File: src/hdl/vst_pkg.sv
// Shared constants and types for the video sync timing output block
package vst_pkg;

    // Sampling clock period in picoseconds (200 MHz)
    localparam int CLK_PERIOD_PS = 5000;

    // Least time in ns to whole sampling cycles, rounded up, never below one
    function automatic int ns_to_cyc(input int ns);
        int cyc;
        cyc = (ns * 1000 + CLK_PERIOD_PS - 1) / CLK_PERIOD_PS;
        return (cyc < 1) ? 1 : cyc;
    endfunction

    // Pulse width counters
    localparam int PW_W               = 12;
    // Synthesised line sync width used inside the vertical interval
    localparam int LINE_SYNC_WIDTH_NS = 4700;
    localparam int LINE_SYNC_CYC      = ns_to_cyc(LINE_SYNC_WIDTH_NS);
    // Back porch gate widths: burst, short (serration / ED), HD
    localparam int BP_BURST_NS        = 2500;
    localparam int BP_SHORT_NS        = 1000;
    localparam int BP_HD_NS           = 500;
    localparam int BP_BURST_CYC       = ns_to_cyc(BP_BURST_NS);
    localparam int BP_SHORT_CYC       = ns_to_cyc(BP_SHORT_NS);
    localparam int BP_HD_CYC          = ns_to_cyc(BP_HD_NS);

    // Field sync pulse width in lines
    localparam int FIELD_SYNC_LINES   = 3;
    // Format word: width and first line sync that carries it
    localparam int FMT_BITS           = 11;
    localparam int FMT_START_LINE     = 3;
    // Buffer of captured line counts
    localparam int WORD_FIFO_DEPTH    = 8;

    // Reset (no-signal) levels of the outputs
    localparam logic OUT_IDLE_LEVEL   = 1'b1;

    typedef enum logic [1:0] {
        VST_FMT_SD = 2'b00,
        VST_FMT_ED = 2'b01,
        VST_FMT_HD = 2'b10
    } vst_format_t;

    typedef enum logic [1:0] {
        VST_SER_IDLE  = 2'b00,
        VST_SER_WAIT  = 2'b01,
        VST_SER_SHIFT = 2'b10
    } vst_ser_state_t;

endpackage

File: src/hdl/vst_fifo.sv
// Small synchronous FIFO with valid/ready on both sides
`timescale 1ns/1ps
`default_nettype none

module vst_fifo #(
    parameter int WIDTH = 11,
    parameter int DEPTH = 8
) (
    // Clock and reset
    input  wire logic             ref_clk,
    input  wire logic             sys_rst,
    // Fill side
    input  wire logic             in_valid,
    output logic                  in_ready,
    input  wire logic [WIDTH-1:0] in_data,
    // Drain side
    output logic                  out_valid,
    input  wire logic             out_ready,
    output logic [WIDTH-1:0]      out_data
);
    localparam int AW = (DEPTH > 1) ? $clog2(DEPTH) : 1;

    logic [WIDTH-1:0] mem [DEPTH];
    logic [AW-1:0]    wr_ptr;
    logic [AW-1:0]    rd_ptr;
    logic [AW:0]      count;
    logic             push;
    logic             pop;

    assign in_ready  = (count != (AW+1)'(DEPTH));
    assign out_valid = (count != '0);
    assign push      = in_valid & in_ready;
    assign pop       = out_valid & out_ready;
    assign out_data  = mem[rd_ptr];

    function automatic logic [AW-1:0] wrap_inc(input logic [AW-1:0] p);
        return (p == AW'(DEPTH - 1)) ? '0 : p + AW'(1);
    endfunction

    always_ff @(posedge ref_clk) begin
        if (push) begin
            mem[wr_ptr] <= in_data;
        end
    end

    always_ff @(posedge ref_clk) begin
        if (sys_rst) begin
            wr_ptr <= '0;
            rd_ptr <= '0;
            count  <= '0;
        end else begin
            wr_ptr <= push ? wrap_inc(wr_ptr) : wr_ptr;
            rd_ptr <= pop ? wrap_inc(rd_ptr) : rd_ptr;
            count  <= count + (AW+1)'(push) - (AW+1)'(pop);
        end
    end

endmodule

`default_nettype wire

File: src/hdl/vst_timing_out.sv
// Video sync timing outputs: composite, line, field, back porch, parity, format word
//
// Function
// RQ1: No video: line, field, porch outputs high.
// RQ2: Composite output copies every below-blanking sync.
// RQ3: Line sync falls after sync reference point.
// RQ4: Vertical interval: line sync trailing edge synthesised.
// RQ5: Receiver uses only falling line sync edge.
// RQ6: Field sync falls at serration, lasts 3 lines.
// RQ7: Back porch gate pulses low after sync.
// RQ8: SD porch after sync rise, burst width. Code uses the short width inside the vertical interval.
// RQ9: ED porch always uses the short width.
// RQ10: HD porch after tri-level trailing fall, narrowest.
// RQ11: Interlaced parity high field 1, low field 2.
// RQ12: Parity changes only at field sync fall.
// RQ13: Progressive formats hold parity output high.
// RQ14: Count line syncs per field, 11 bits.
// RQ15: Shift word out from third line sync on.
// RQ16: Word output undefined outside its 11 slots.
// RQ17: Lines inside field sync are not counted.
// RQ18: Receiver clocks word with line sync, enabled by field.
// RQ19: Word goes out most significant bit first.
// RQ20: Counter cleared at field sync, word buffered.
// RQ21: Sync strobes on fast clock, reset to idle.
`timescale 1ns/1ps
`default_nettype none

module vst_timing_out (
    // Clock and reset
    input  wire logic                 ref_clk,
    input  wire logic                 sys_rst,
    // Sliced input levels, asynchronous to ref_clk
    input  wire logic                 sync_tip_in,
    input  wire logic                 tri_pos_in,
    input  wire logic                 video_present_in,
    input  wire logic                 vert_interval_in,
    input  wire logic                 field_two_in,
    // Slicer strobe, one ref_clk cycle
    input  wire logic                 serration_mid_stb,
    // Format setup, static on ref_clk
    input  wire vst_pkg::vst_format_t format_sel,
    input  wire logic                 interlaced,
    // Timing outputs, all active low except parity and the format word
    output logic                      composite_sync_out,
    output logic                      line_sync_out,
    output logic                      field_sync_out,
    output logic                      back_porch_gate_out,
    output logic                      field_parity_out,
    output logic                      format_word_serial_out
);
    import vst_pkg::*;

    localparam int NA = 5;
    // Two-stage synchronisers plus one history stage for edges
    logic [NA-1:0] meta;
    logic [NA-1:0] stage;
    logic [NA-1:0] stage_q;

    always_ff @(posedge ref_clk) begin
        if (sys_rst) begin
            meta    <= '0;
            stage   <= '0;
            stage_q <= '0;
        end else begin
            meta    <= {field_two_in, vert_interval_in, video_present_in,
                        tri_pos_in, sync_tip_in};
            stage   <= meta;
            stage_q <= stage;
        end
    end

    logic present;
    logic vint;
    logic field_two;
    logic sync_fall;
    logic sync_rise;
    logic tri_rise;
    logic tri_fall;
    logic is_hd;
    logic line_ref;

    assign present   = stage[2];
    assign vint      = stage[3];
    assign field_two = stage[4];
    assign sync_fall = stage[0] & ~stage_q[0];
    assign sync_rise = ~stage[0] & stage_q[0];
    assign tri_rise  = stage[1] & ~stage_q[1];
    assign tri_fall  = ~stage[1] & stage_q[1];
    assign is_hd     = (format_sel == VST_FMT_HD);
    // Tri-level reference is the zero crossing into the positive tip
    assign line_ref  = is_hd ? tri_rise : sync_fall;
    // Composite sync: not forced while video is absent
    logic next_composite;
    // RQ2 composite sync copy
    assign next_composite = ~stage[0];
    // Line sync
    logic [PW_W-1:0] line_cnt;
    logic [PW_W-1:0] next_line_cnt;
    logic            line_trail;
    logic            line_end;
    logic            next_line_sync;

    assign line_trail = is_hd ? tri_fall : sync_rise;
    // RQ4 synthesised trailing edge
    assign line_end   = vint ? (line_cnt == '0) : line_trail;
    // RQ1 RQ3 idle high, falling reference edge
    assign next_line_sync = ~present ? OUT_IDLE_LEVEL :
                            line_ref ? 1'b0 :
                            (~line_sync_out & line_end) ? 1'b1 : line_sync_out;
    assign next_line_cnt  = line_ref ? PW_W'(LINE_SYNC_CYC - 1) :
                            (line_cnt != '0) ? line_cnt - PW_W'(1) : '0;

    // Field sync
    logic [1:0] vs_lines;
    logic [1:0] next_vs_lines;
    logic       vs_start;
    logic       vs_last;
    logic       next_field_sync;

    assign vs_start = serration_mid_stb & field_sync_out & present;
    assign vs_last  = line_ref & (vs_lines == 2'(FIELD_SYNC_LINES - 1));
    // RQ6 fall and three-line width
    assign next_field_sync = ~present ? OUT_IDLE_LEVEL :
                             vs_start ? 1'b0 :
                             (~field_sync_out & vs_last) ? 1'b1 : field_sync_out;
    assign next_vs_lines   = (field_sync_out | vs_last) ? 2'b00 :
                             line_ref ? vs_lines + 2'b01 : vs_lines;

    // Back porch gate
    logic [PW_W-1:0] bp_cnt;
    logic [PW_W-1:0] next_bp_cnt;
    logic [PW_W-1:0] bp_width;
    logic            bp_trig;
    logic            next_bp_gate;

    // RQ8 RQ10 porch trigger edge
    assign bp_trig  = is_hd ? tri_fall : sync_rise;
    // RQ9 width per format
    assign bp_width = is_hd ? PW_W'(BP_HD_CYC) :
                      ((format_sel == VST_FMT_ED) | vint) ? PW_W'(BP_SHORT_CYC) :
                      PW_W'(BP_BURST_CYC);
    assign next_bp_cnt  = bp_trig ? bp_width - PW_W'(1) :
                          (bp_cnt != '0) ? bp_cnt - PW_W'(1) : '0;
    // RQ7 fixed-width low pulse
    assign next_bp_gate = ~present | (~bp_trig & (bp_cnt == '0));

    // Field parity: moves only with the field sync fall, so a change of
    // the interlaced setting takes effect at the next field
    logic next_parity;
    // RQ11 RQ12 RQ13 parity update
    assign next_parity = vs_start ? (~interlaced | ~field_two) : field_parity_out;

    always_ff @(posedge ref_clk) begin
        if (sys_rst) begin
            // RQ21 idle levels
            composite_sync_out  <= OUT_IDLE_LEVEL;
            line_sync_out       <= OUT_IDLE_LEVEL;
            field_sync_out      <= OUT_IDLE_LEVEL;
            back_porch_gate_out <= OUT_IDLE_LEVEL;
            field_parity_out    <= OUT_IDLE_LEVEL;
            line_cnt            <= '0;
            vs_lines            <= '0;
            bp_cnt              <= '0;
        end else begin
            composite_sync_out  <= next_composite;
            line_sync_out       <= next_line_sync;
            field_sync_out      <= next_field_sync;
            back_porch_gate_out <= next_bp_gate;
            field_parity_out    <= next_parity;
            line_cnt            <= next_line_cnt;
            vs_lines            <= next_vs_lines;
            bp_cnt              <= next_bp_cnt;
        end
    end

    // Lines per field
    logic [FMT_BITS-1:0] line_count;
    logic [FMT_BITS-1:0] next_line_count;
    logic [FMT_BITS-1:0] pend_word;
    logic                pend_valid;
    logic                next_pend_valid;
    logic                fifo_in_ready;
    logic                fifo_out_valid;
    logic                fifo_out_ready;
    logic [FMT_BITS-1:0] fifo_out_data;

    // RQ14 RQ17 count outside field sync, saturating
    assign next_line_count = vs_start ? '0 :
                             (line_ref & field_sync_out & (line_count != '1)) ?
                             line_count + FMT_BITS'(1) : line_count;
    // RQ20 capture held until the buffer accepts it
    assign next_pend_valid = vs_start | (pend_valid & ~fifo_in_ready);

    always_ff @(posedge ref_clk) begin
        if (sys_rst) begin
            line_count <= '0;
            pend_word  <= '0;
            pend_valid <= 1'b0;
        end else begin
            line_count <= next_line_count;
            pend_word  <= vs_start ? line_count : pend_word;
            pend_valid <= next_pend_valid;
        end
    end

    vst_fifo #(
        .WIDTH (FMT_BITS),
        .DEPTH (WORD_FIFO_DEPTH)
    ) u_word_fifo (
        .ref_clk   (ref_clk),
        .sys_rst   (sys_rst),
        .in_valid  (pend_valid),
        .in_ready  (fifo_in_ready),
        .in_data   (pend_word),
        .out_valid (fifo_out_valid),
        .out_ready (fifo_out_ready),
        .out_data  (fifo_out_data)
    );

    // Serialiser
    vst_ser_state_t      ser_state;
    vst_ser_state_t      next_ser_state;
    logic [3:0]          hcnt;
    logic [3:0]          next_hcnt;
    logic [3:0]          bits_sent;
    logic [3:0]          next_bits_sent;
    logic [FMT_BITS-1:0] shreg;
    logic [FMT_BITS-1:0] next_shreg;
    logic                next_fmt_bit;
    logic                load_word;
    logic                shift_edge;
    logic                word_msb;

    // RQ15 third line sync after field sync fall
    assign load_word  = (ser_state == VST_SER_WAIT) & line_ref & ~vs_start &
                        (hcnt == 4'(FMT_START_LINE - 1));
    assign shift_edge = (ser_state == VST_SER_SHIFT) & line_ref & ~vs_start;
    assign fifo_out_ready = load_word;
    assign word_msb   = fifo_out_data[FMT_BITS-1];

    always_comb begin
        next_ser_state = ser_state;
        case (ser_state)
            VST_SER_IDLE: begin
                next_ser_state = VST_SER_IDLE;
            end
            VST_SER_WAIT: begin
                if (load_word) begin
                    next_ser_state = fifo_out_valid ? VST_SER_SHIFT : VST_SER_IDLE;
                end
            end
            VST_SER_SHIFT: begin
                if (shift_edge && bits_sent == 4'(FMT_BITS - 1)) begin
                    next_ser_state = VST_SER_IDLE;
                end
            end
            default: begin
                next_ser_state = VST_SER_IDLE;
            end
        endcase
        if (vs_start) begin
            next_ser_state = VST_SER_WAIT;
        end
    end

    assign next_hcnt      = vs_start ? 4'h0 :
                            ((ser_state == VST_SER_WAIT) & line_ref) ? hcnt + 4'h1 : hcnt;
    assign next_bits_sent = load_word ? 4'h1 : shift_edge ? bits_sent + 4'h1 : bits_sent;
    assign next_shreg     = load_word ? fifo_out_data :
                            shift_edge ? {shreg[FMT_BITS-2:0], 1'b0} : shreg;
    // RQ16 RQ19 msb first, held between slots
    assign next_fmt_bit   = (load_word & fifo_out_valid) ? word_msb :
                            shift_edge ? shreg[FMT_BITS-2] : format_word_serial_out;

    always_ff @(posedge ref_clk) begin
        if (sys_rst) begin
            ser_state              <= VST_SER_IDLE;
            hcnt                   <= 4'h0;
            bits_sent              <= 4'h0;
            shreg                  <= '0;
            format_word_serial_out <= OUT_IDLE_LEVEL;
        end else begin
            ser_state              <= next_ser_state;
            hcnt                   <= next_hcnt;
            bits_sent              <= next_bits_sent;
            shreg                  <= next_shreg;
            format_word_serial_out <= next_fmt_bit;
        end
    end
endmodule

`default_nettype wire

File: config.mk
export PLATFORM = sky130hd
export DESIGN_NAME = vst_timing_out
export DESIGN_NICKNAME = d
export VERILOG_FILES = /design/src/hdl/vst_pkg.sv /design/src/hdl/vst_fifo.sv /design/src/hdl/vst_timing_out.sv
export SDC_FILE = /design/constraint.sdc
export NUM_CORES = 1
export LEC_CHECK = 0
export BUFFER_PORTS_ARGS = -buffer_cell sky130_fd_sc_hd__buf_2
export CAP_MARGIN = 20
export CORE_ASPECT_RATIO = 1.2
export CORE_MARGIN = 5
export CORE_UTILIZATION = 45
export CTS_BUF_LIST = sky130_fd_sc_hd__clkbuf_2
export DETAILED_ROUTE_END_ITERATION = 10
export GPL_ROUTABILITY_DRIVEN = 0
export SLEW_MARGIN = 20
export SYNTH_ARGS = -nofsm -noshare
export SYNTH_HDL_FRONTEND = slang
export SYNTH_SLANG_ARGS = --single-unit
File: constraint.sdc
create_clock -name ref_clk -period 3.07 [get_ports ref_clk]
set_input_delay 0.307 -clock ref_clk [delete_from_list [all_inputs] [get_ports ref_clk]]
set_output_delay 0.307 -clock ref_clk [all_outputs]
set_load 0.03 [all_outputs]
==> results.toml, run 1 <==
[status]
status = "completed"

[worst_setup_path]
crit_path_end_kind = "flop"
crit_chain = "and4bb_2, a31oi_4, a2111oi_4, ha_1, inv_1, ha_1, fa_1, xnor2_1, nor2_1"
max_stage_delay_ns = 0.40
worstSetupStartpointType = "flop"
crit_type = "flop to flop"
cp_data_arrival_time_ns = 3.02
worst-path-max-fanout = 14
crit_top_cell = "ha_1"
required_ns = 3.74
crit_slowest_cell = "a31oi_4"

[cts]
clkTransAtPathRegs_ns = 0.25
insertion_delay_ns = 0.76
h-tree-depth = 4
root_buffer = "clkbuf_2"
cts.sinks = 188
cts_tree = "done"
numCtsBuffers = 17
clock_path_buffers = 2

[pwr]
powerDensity_mw_per_mm2 = 588.7
irDropWorstVdd_mv = 0.4859
clockPowerShare_pct = 26.7
power_frac_comb_pct = 14.9
p_sw_share_pct = 27.78
internal_power_uw = 3529
p_switching_uw = 1358
p_leak_uw = 0.002878
seqPwrFrac_pct = 58.4

[sta]
finalMaxSlewViolations = 0
fin_tns_setup_ns = 0
fin_crit_ns = 2.358
rsz0062_at_grt = "no"
hold_violations = 0
max_slew.worst_pin.slew_ns = 0.9291
fin_crit_sh_pct = 76.81
max_freq_ghz = 0.4241
setup-violations-final = 0
relSlewSlack_pct = 37.49
finalClockSkew_ns = 0.04434

[detailed_routing]
vias = 4633
drtIter0Drc = 235
wirelength_um = 14430
first_pass_iters = 4
vias_per_cell = 5.325
avgRoutedWirePerCell_um = 16.58
drtAntennaViolNets = 0
drcViolationCount = 0

[final_layout]
synthToLayoutAreaGrowth_pct = 10.23
drive_gt1_share_pct = 14.79
fill_cells = 1502
fin_nets = 673
post-route-util_pct = 50.82

[yosys]
yosysWarnings = 0
synth_cells = 600
synth_nets = 630
synthArstFlopShare_pct = 0
syn_avg_cell_area_um2 = 12.55
synth_edf_count = 88
synth_top_flop_cell = "dfxtp_1"
synth_seq_cells = 188
yosysSeqAreaShare_pct = 61.67
yosys.cell_types.count = 52
synthesis.area_mm2 = 0.007531

[grt]
antenna_found_initial = 1
grt_pass1_vias = 4773
track_usage_pct = 16.09
grt_max_degree = 37
grt_pass1_wl_um = 24010
grt-ovfl-total = 0

[die]
io_pins = 17
dieArea_mm2 = 0.01943
core_region_area_mm2 = 0.01634
die_height_um = 151.7
rows = 51
die_w_um = 128.1
initial_core_util_pct = 46.10

[placed_design]
numPortBuffers = 16
dp_hpwl_um = 9672

[hold_path]
hold_path.class = "input port to flop"

[job]
maxCapViolCount = 0
==> placed cells by master (no fill, tap or decap), types with 6 or more instances in the layout <==
cell type,instances
a21oi_1,36
nand3_1,18
or4_1,9
xor2_1,15
nor3_1,12
mux2i_1,22
nand2_1,58
nor2b_1,17
inv_1,17
xnor2_1,11
o21ai_0,10
dlygate4sd3_1,11
buf_2,16
mux4_2,22
dfxtp_1,100
ha_1,18
edfxtp_1,88
clkbuf_2,19
nand2b_1,6
nor2_1,52
o22ai_1,10
buf_4,16
==> per-layer routing <==
layer / GRT usage, % / vias to the layer above / wire length [um] / part of all wire (%)
met2: 28.43 / 77 / 7607 / 53
met4: 5.414 / 0 / 223 / 1.5
li1: - / 2278 / - / -
met5: 0 / - / 0 / 0
met1: 19.34 / 2259 / 6101 / 42
met3: 3.752 / 19 / 495 / 3.4
==> power by group through the flow <==
stage	combinational [uW]	sequential [uW]	clock (uW)
2_1_floorplan	591	2880	0
3_3_place_gp	713	2900	0
3_5_place_dp	722	2910	0
4_1_cts	737	2850	1350
5_1_grt	828	2880	1460
6_report	728	2860	1300
==> state kept, by name, indices dropped and copies added (netlist names), 5 cells and up, named ones only <==
signal / count
bp_cnt: 11
line_cnt: 12
line_count: 11
meta: 5
pend_word: 11
shreg: 10
stage: 5
u_word_fifo.mem: 88
==> logic make-up (layout without fill, tap and decap cells) <==
logic type	Yosys count	after routing	share of synthesized area, %
compound gates	83	83	7.211
xor+xnor	26	26	3.024
fa+ha+maj	19	19	3.256
buf+inv	37	93	1.927
flops	188	188	61.67
mux	45	45	9.653
other cells	0	2	0
simple gates	202	202	13.26
==> path summary, 6_finish.rpt <==
path                       startpoint                         endpoint  slack [ns]  depth (start not counted)
setup / recovery  stage[1]$_SDFF_PP0_  u_word_fifo.count[2]$_SDFF_PP0_        0.71                          9
hold / removal           field_two_in               meta[4]$_SDFF_PP0_        0.29                          3
setup reg to reg  stage[1]$_SDFF_PP0_  u_word_fifo.count[2]$_SDFF_PP0_        0.71                          9
hold reg to reg    meta[2]$_SDFF_PP0_              stage[2]$_SDFF_PP0_        0.46                          1
==> synth_stat cells, types with 6 or more instances <==
cell	number	area, um2
o22ai_1	10	62.56
mux4_2	22	495.5
xor2_1	15	131.4
xnor2_1	11	96.34
dfxtp_1	100	2002
a21oi_1	36	180.2
o21ai_0	10	50.05
edfxtp_1	88	2643
nor3_1	12	60.06
or4_1	9	67.56
ha_1	18	225.2
nor2_1	52	195.2
clkbuf_1	12	45.04
inv_1	17	63.81
nand3_1	18	90.09
nand2_1	58	217.7
nand2b_1	6	37.54
mux2i_1	22	220.2
nor2b_1	17	106.4
==> final cells by class <==
type | count | area [um2] | area share (%)
diodes | 2 | 5.005 | 0.06029
multi-input cells | 375 | 2748 | 33.10
clock inverters | 13 | 166.4 | 2.005
flip-flops and latches | 188 | 4644 | 55.95
clock buffers | 19 | 95.09 | 1.145
well taps | 212 | 265.3 | 3.195
inverters | 18 | 67.56 | 0.8139
repair buffers | 43 | 310.3 | 3.738
==> stage by stage <==
stage,power (uW),hold slack (ns),setup WS [ns],instances,area [um2]
2_1_floorplan,3472,0.4138,0.7056,600,7531
3_3_place_gp,3609,0.4205,0.5987,825,7925
3_5_place_dp,3628,0.4204,0.5398,825,7925
4_1_cts,4940,0.1991,0.6679,868,8297
5_1_grt,5164,0.2144,0.5465,870,8302
6_report,4887,0.2900,0.7120,870,8302
==> worst max-delay path, delay by kind of cell (launching register included) <==
family                   cells  cell delay (ns)
AO/OA/AOI/OAI                2             0.51
XOR/XNOR                     1             0.16
adder cells (fa/ha/maj)      3             0.88
buffers and inverters        1             0.04
flip-flops                   1             0.38
AND/OR/NAND/NOR              2             0.32
==> timing repair <==
| item | 4_1_cts | 5_1_grt |
|---|---|---|
| gates resized for setup | 0 | 0 |
| setup buffers | 0 | 0 |
| hold buffers | 11 | 0 |
| endpoints found under the hold margin | 26 | 0 |
No activity file was read; power rests on OpenSTA's default activity.
==> run 2: changes to the inputs <==
==> constraint.sdc (replaced) <==
create_clock -name ref_clk -period 2 [get_ports ref_clk]
set_input_delay 0.2 -clock ref_clk [delete_from_list [all_inputs] [get_ports ref_clk]]
set_output_delay 0.2 -clock ref_clk [all_outputs]
set_load 0.03 [all_outputs]
==> results.toml, run 2 (synthesis gave the netlist of run 1 again) <==
[detailed_routing]
vias_per_cell = 5.291
vias = 4831
wirelength_um = 14820
avgRoutedWirePerCell_um = 16.23
drcViolationCount = 0
drtIter0Drc = 265
drtAntennaViolNets = 0
first_pass_iters = 6

[placed_design]
numPortBuffers = 16
dp_cells = 861
dp_hpwl_um = 10120

[pwr]
p_leak_uw = 0.003102
powerDensity_mw_per_mm2 = 843.6
irDropWorstVdd_mv = 0.8497

[final_layout]
largest_register_ffs = 88
seqCellArea_mm2 = 0.004653
instances_no_fill = 913
largestRegisters = "u_word_fifo.mem: 88 flops, line_cnt: 12 flops"
drive_gt1_share_pct = 21.75
final_cell_mix = "dfxtp_1 (95), edfxtp_1 (88), nand2_1 (58), nor2_1 (51), buf_4 (47)"
multi_input_area_mm2 = 0.002841
final_common_cell = "dfxtp_1"
fill_cells = 1445
fin_nets = 716
max_flop_register = "u_word_fifo.mem"
post-route-util_pct = 53.68
synthToLayoutAreaGrowth_pct = 16.45

[cts]
cts_tree = "done"
h-tree-depth = 4
insertion_delay_ns = 0.74
clock_path_buffers = 2
cts.sinks = 188
root_buffer = "clkbuf_2"
numCtsBuffers = 17
clkTransAtPathRegs_ns = 0.26

[sta]
max_slew.worst_pin.slew_ns = 0.4563
relSlewSlack_pct = 69.58
hold_violations = 0
rsz0062_at_grt = "yes"
setup-violations-final = 3
holdWs_ns = 0.3295
worst_slack_ns = -0.1237
fin_crit_ns = 2.124
finalMaxSlewViolations = 0
finalClockSkew_ns = 0.04058
fin_crit_sh_pct = 106.2
max_freq_ghz = 0.4709

[worst_setup_path]
crit_path_end_kind = "flop"
crit_chain = "and4bb_2, a31oi_4, a2111oi_4, ha_1, inv_2, ha_4, fa_2, nor2b_1"
crit_slowest_cell = "fa_2"
cp_data_arrival_time_ns = 2.77
required_ns = 2.65
regToRegEndpoint = "u_word_fifo.count[1]$_SDFF_PP0_"
cp_top_family = "adder cells"
crit_type = "flop to flop"
r2r_slack_ns = -0.12
worst-path-max-fanout = 2
worstRegToRegCells = 8
worstSetupStartpointType = "flop"
critical_path_buf_inv_count = 1
max_stage_delay_ns = 0.42
r2r_start = "stage_q[1]$_SDFF_PP0_"

[grt]
track_usage_pct = 16.11
grt_max_degree = 32
grt_pass1_wl_um = 24210
grt-ovfl-total = 0
grt_pass1_vias = 4817
antenna_found_initial = 1

[job]
maxCapViolCount = 0

[die]
die_height_um = 151.7
io_pins = 17
rows = 51
initial_core_util_pct = 46.10
core_region_area_mm2 = 0.01634
dieArea_mm2 = 0.01943
die_w_um = 128.1

[status]
status = "complete, but fails checks"
failed_checks = "setup timing"

[hold_path]
hold_depth = 4
hp-start = "serration_mid_stb"
holdPathEnd = "field_sync_out$_SDFFE_PP1P_"
hold_path.class = "input port to flop"
-- run 2: cell count changes in the layout (fill, tap and decap cells not counted), moves of 2 or more --
cell,delta
inv_6,+2
bufinv_16,-3
dfxtp_2,+4
inv_2,+2
nand3_1,-3
inv_8,+3
ha_1,-2
dfxtp_1,-5
ha_4,+2
inv_1,-2
buf_12,+6
nand3_4,+2
dlygate4sd3_1,+6
buf_4,+31
-- run 2: repair_timing --
item                                    4_1_cts  5_1_grt
setup buffers                                 1        0
cloned                                        0        0
endpoints found under the setup margin        3       17
resized for setup                             4        6
endpoints found under the hold margin        57        0
pin swaps                                     3        2
hold buffers                                 17        0
-- run 2: worst max path at each step --
| stage | startpoint | to | cells after the start |
|---|---|---|---|
| 2_1_floorplan | hcnt[0]$_SDFFE_PP0P_ | u_word_fifo.count[1]$_SDFF_PP0_ | 9 |
| 3_3_place_gp | format_sel[0] | u_word_fifo.count[1]$_SDFF_PP0_ | 9 |
| 3_5_place_dp | format_sel[0] | u_word_fifo.count[1]$_SDFF_PP0_ | 9 |
| 4_1_cts | hcnt[0]$_SDFFE_PP0P_ | u_word_fifo.count[1]$_SDFF_PP0_ | 9 |
| 5_1_grt | stage_q[1]$_SDFF_PP0_ | u_word_fifo.count[3]$_SDFF_PP0_ | 10 |
| 6_report | stage_q[1]$_SDFF_PP0_ | u_word_fifo.count[1]$_SDFF_PP0_ | 8 |
-- run 2: per-layer routing --
| metal | vias up | routed length, um | global-route usage [%] |
|---|---|---|---|
| met3 | 17 | 466 | 3.015 |
| li1 | 2363 | - | - |
| met4 | 0 | 255 | 5.626 |
| met1 | 2385 | 6395 | 20.00 |
| met2 | 66 | 7704 | 28.22 |
| met5 | - | 0 | 0 |
-- run 2: where the power goes --
| group | leakage [uW] | switching, uW | internal (uW) |
|---|---|---|---|
| Sequential | 0.00160 | 184 | 4200 |
| Clock | 0.000132 | 1360 | 383 |
| Combinational | 0.00137 | 675 | 598 |
| Total | 0.00310 | 2220 | 5180 |
-- run 2: through the flow --
step                total power (uW)  setup WS, ns  cell area [um2]  TNS, ns
global placement                5641       -0.1024             8324  -0.1819
floorplan                       5331       -0.2624             7591  -0.9679
finish                          7398       -0.1237             8770  -0.3080
detailed placement              5685       -0.1553             8324  -0.3536
global route                    7848       -0.2577             8770  -0.7266
CTS                             7463       -0.1452             8730  -0.3938
-- run 2: worst register-to-register path, stage by stage, from the launching register on --
cell       delay (ns)
dfxtp_2          0.38
and4bb_2         0.33
a31oi_4          0.05
a2111oi_4        0.22
ha_1             0.30
inv_2            0.07
ha_4             0.13
fa_2             0.42
nor2b_1          0.13
-- run 2: cell type report --
cell class / count / area share [%]
diodes: 2 / 0.05707
clock buffers: 18 / 1.027
clock inverters: 14 / 1.412
inverters: 18 / 0.7704
multi-input cells: 375 / 32.40
flip-flops and latches: 188 / 53.06
well taps: 212 / 3.025
repair buffers: 86 / 8.247
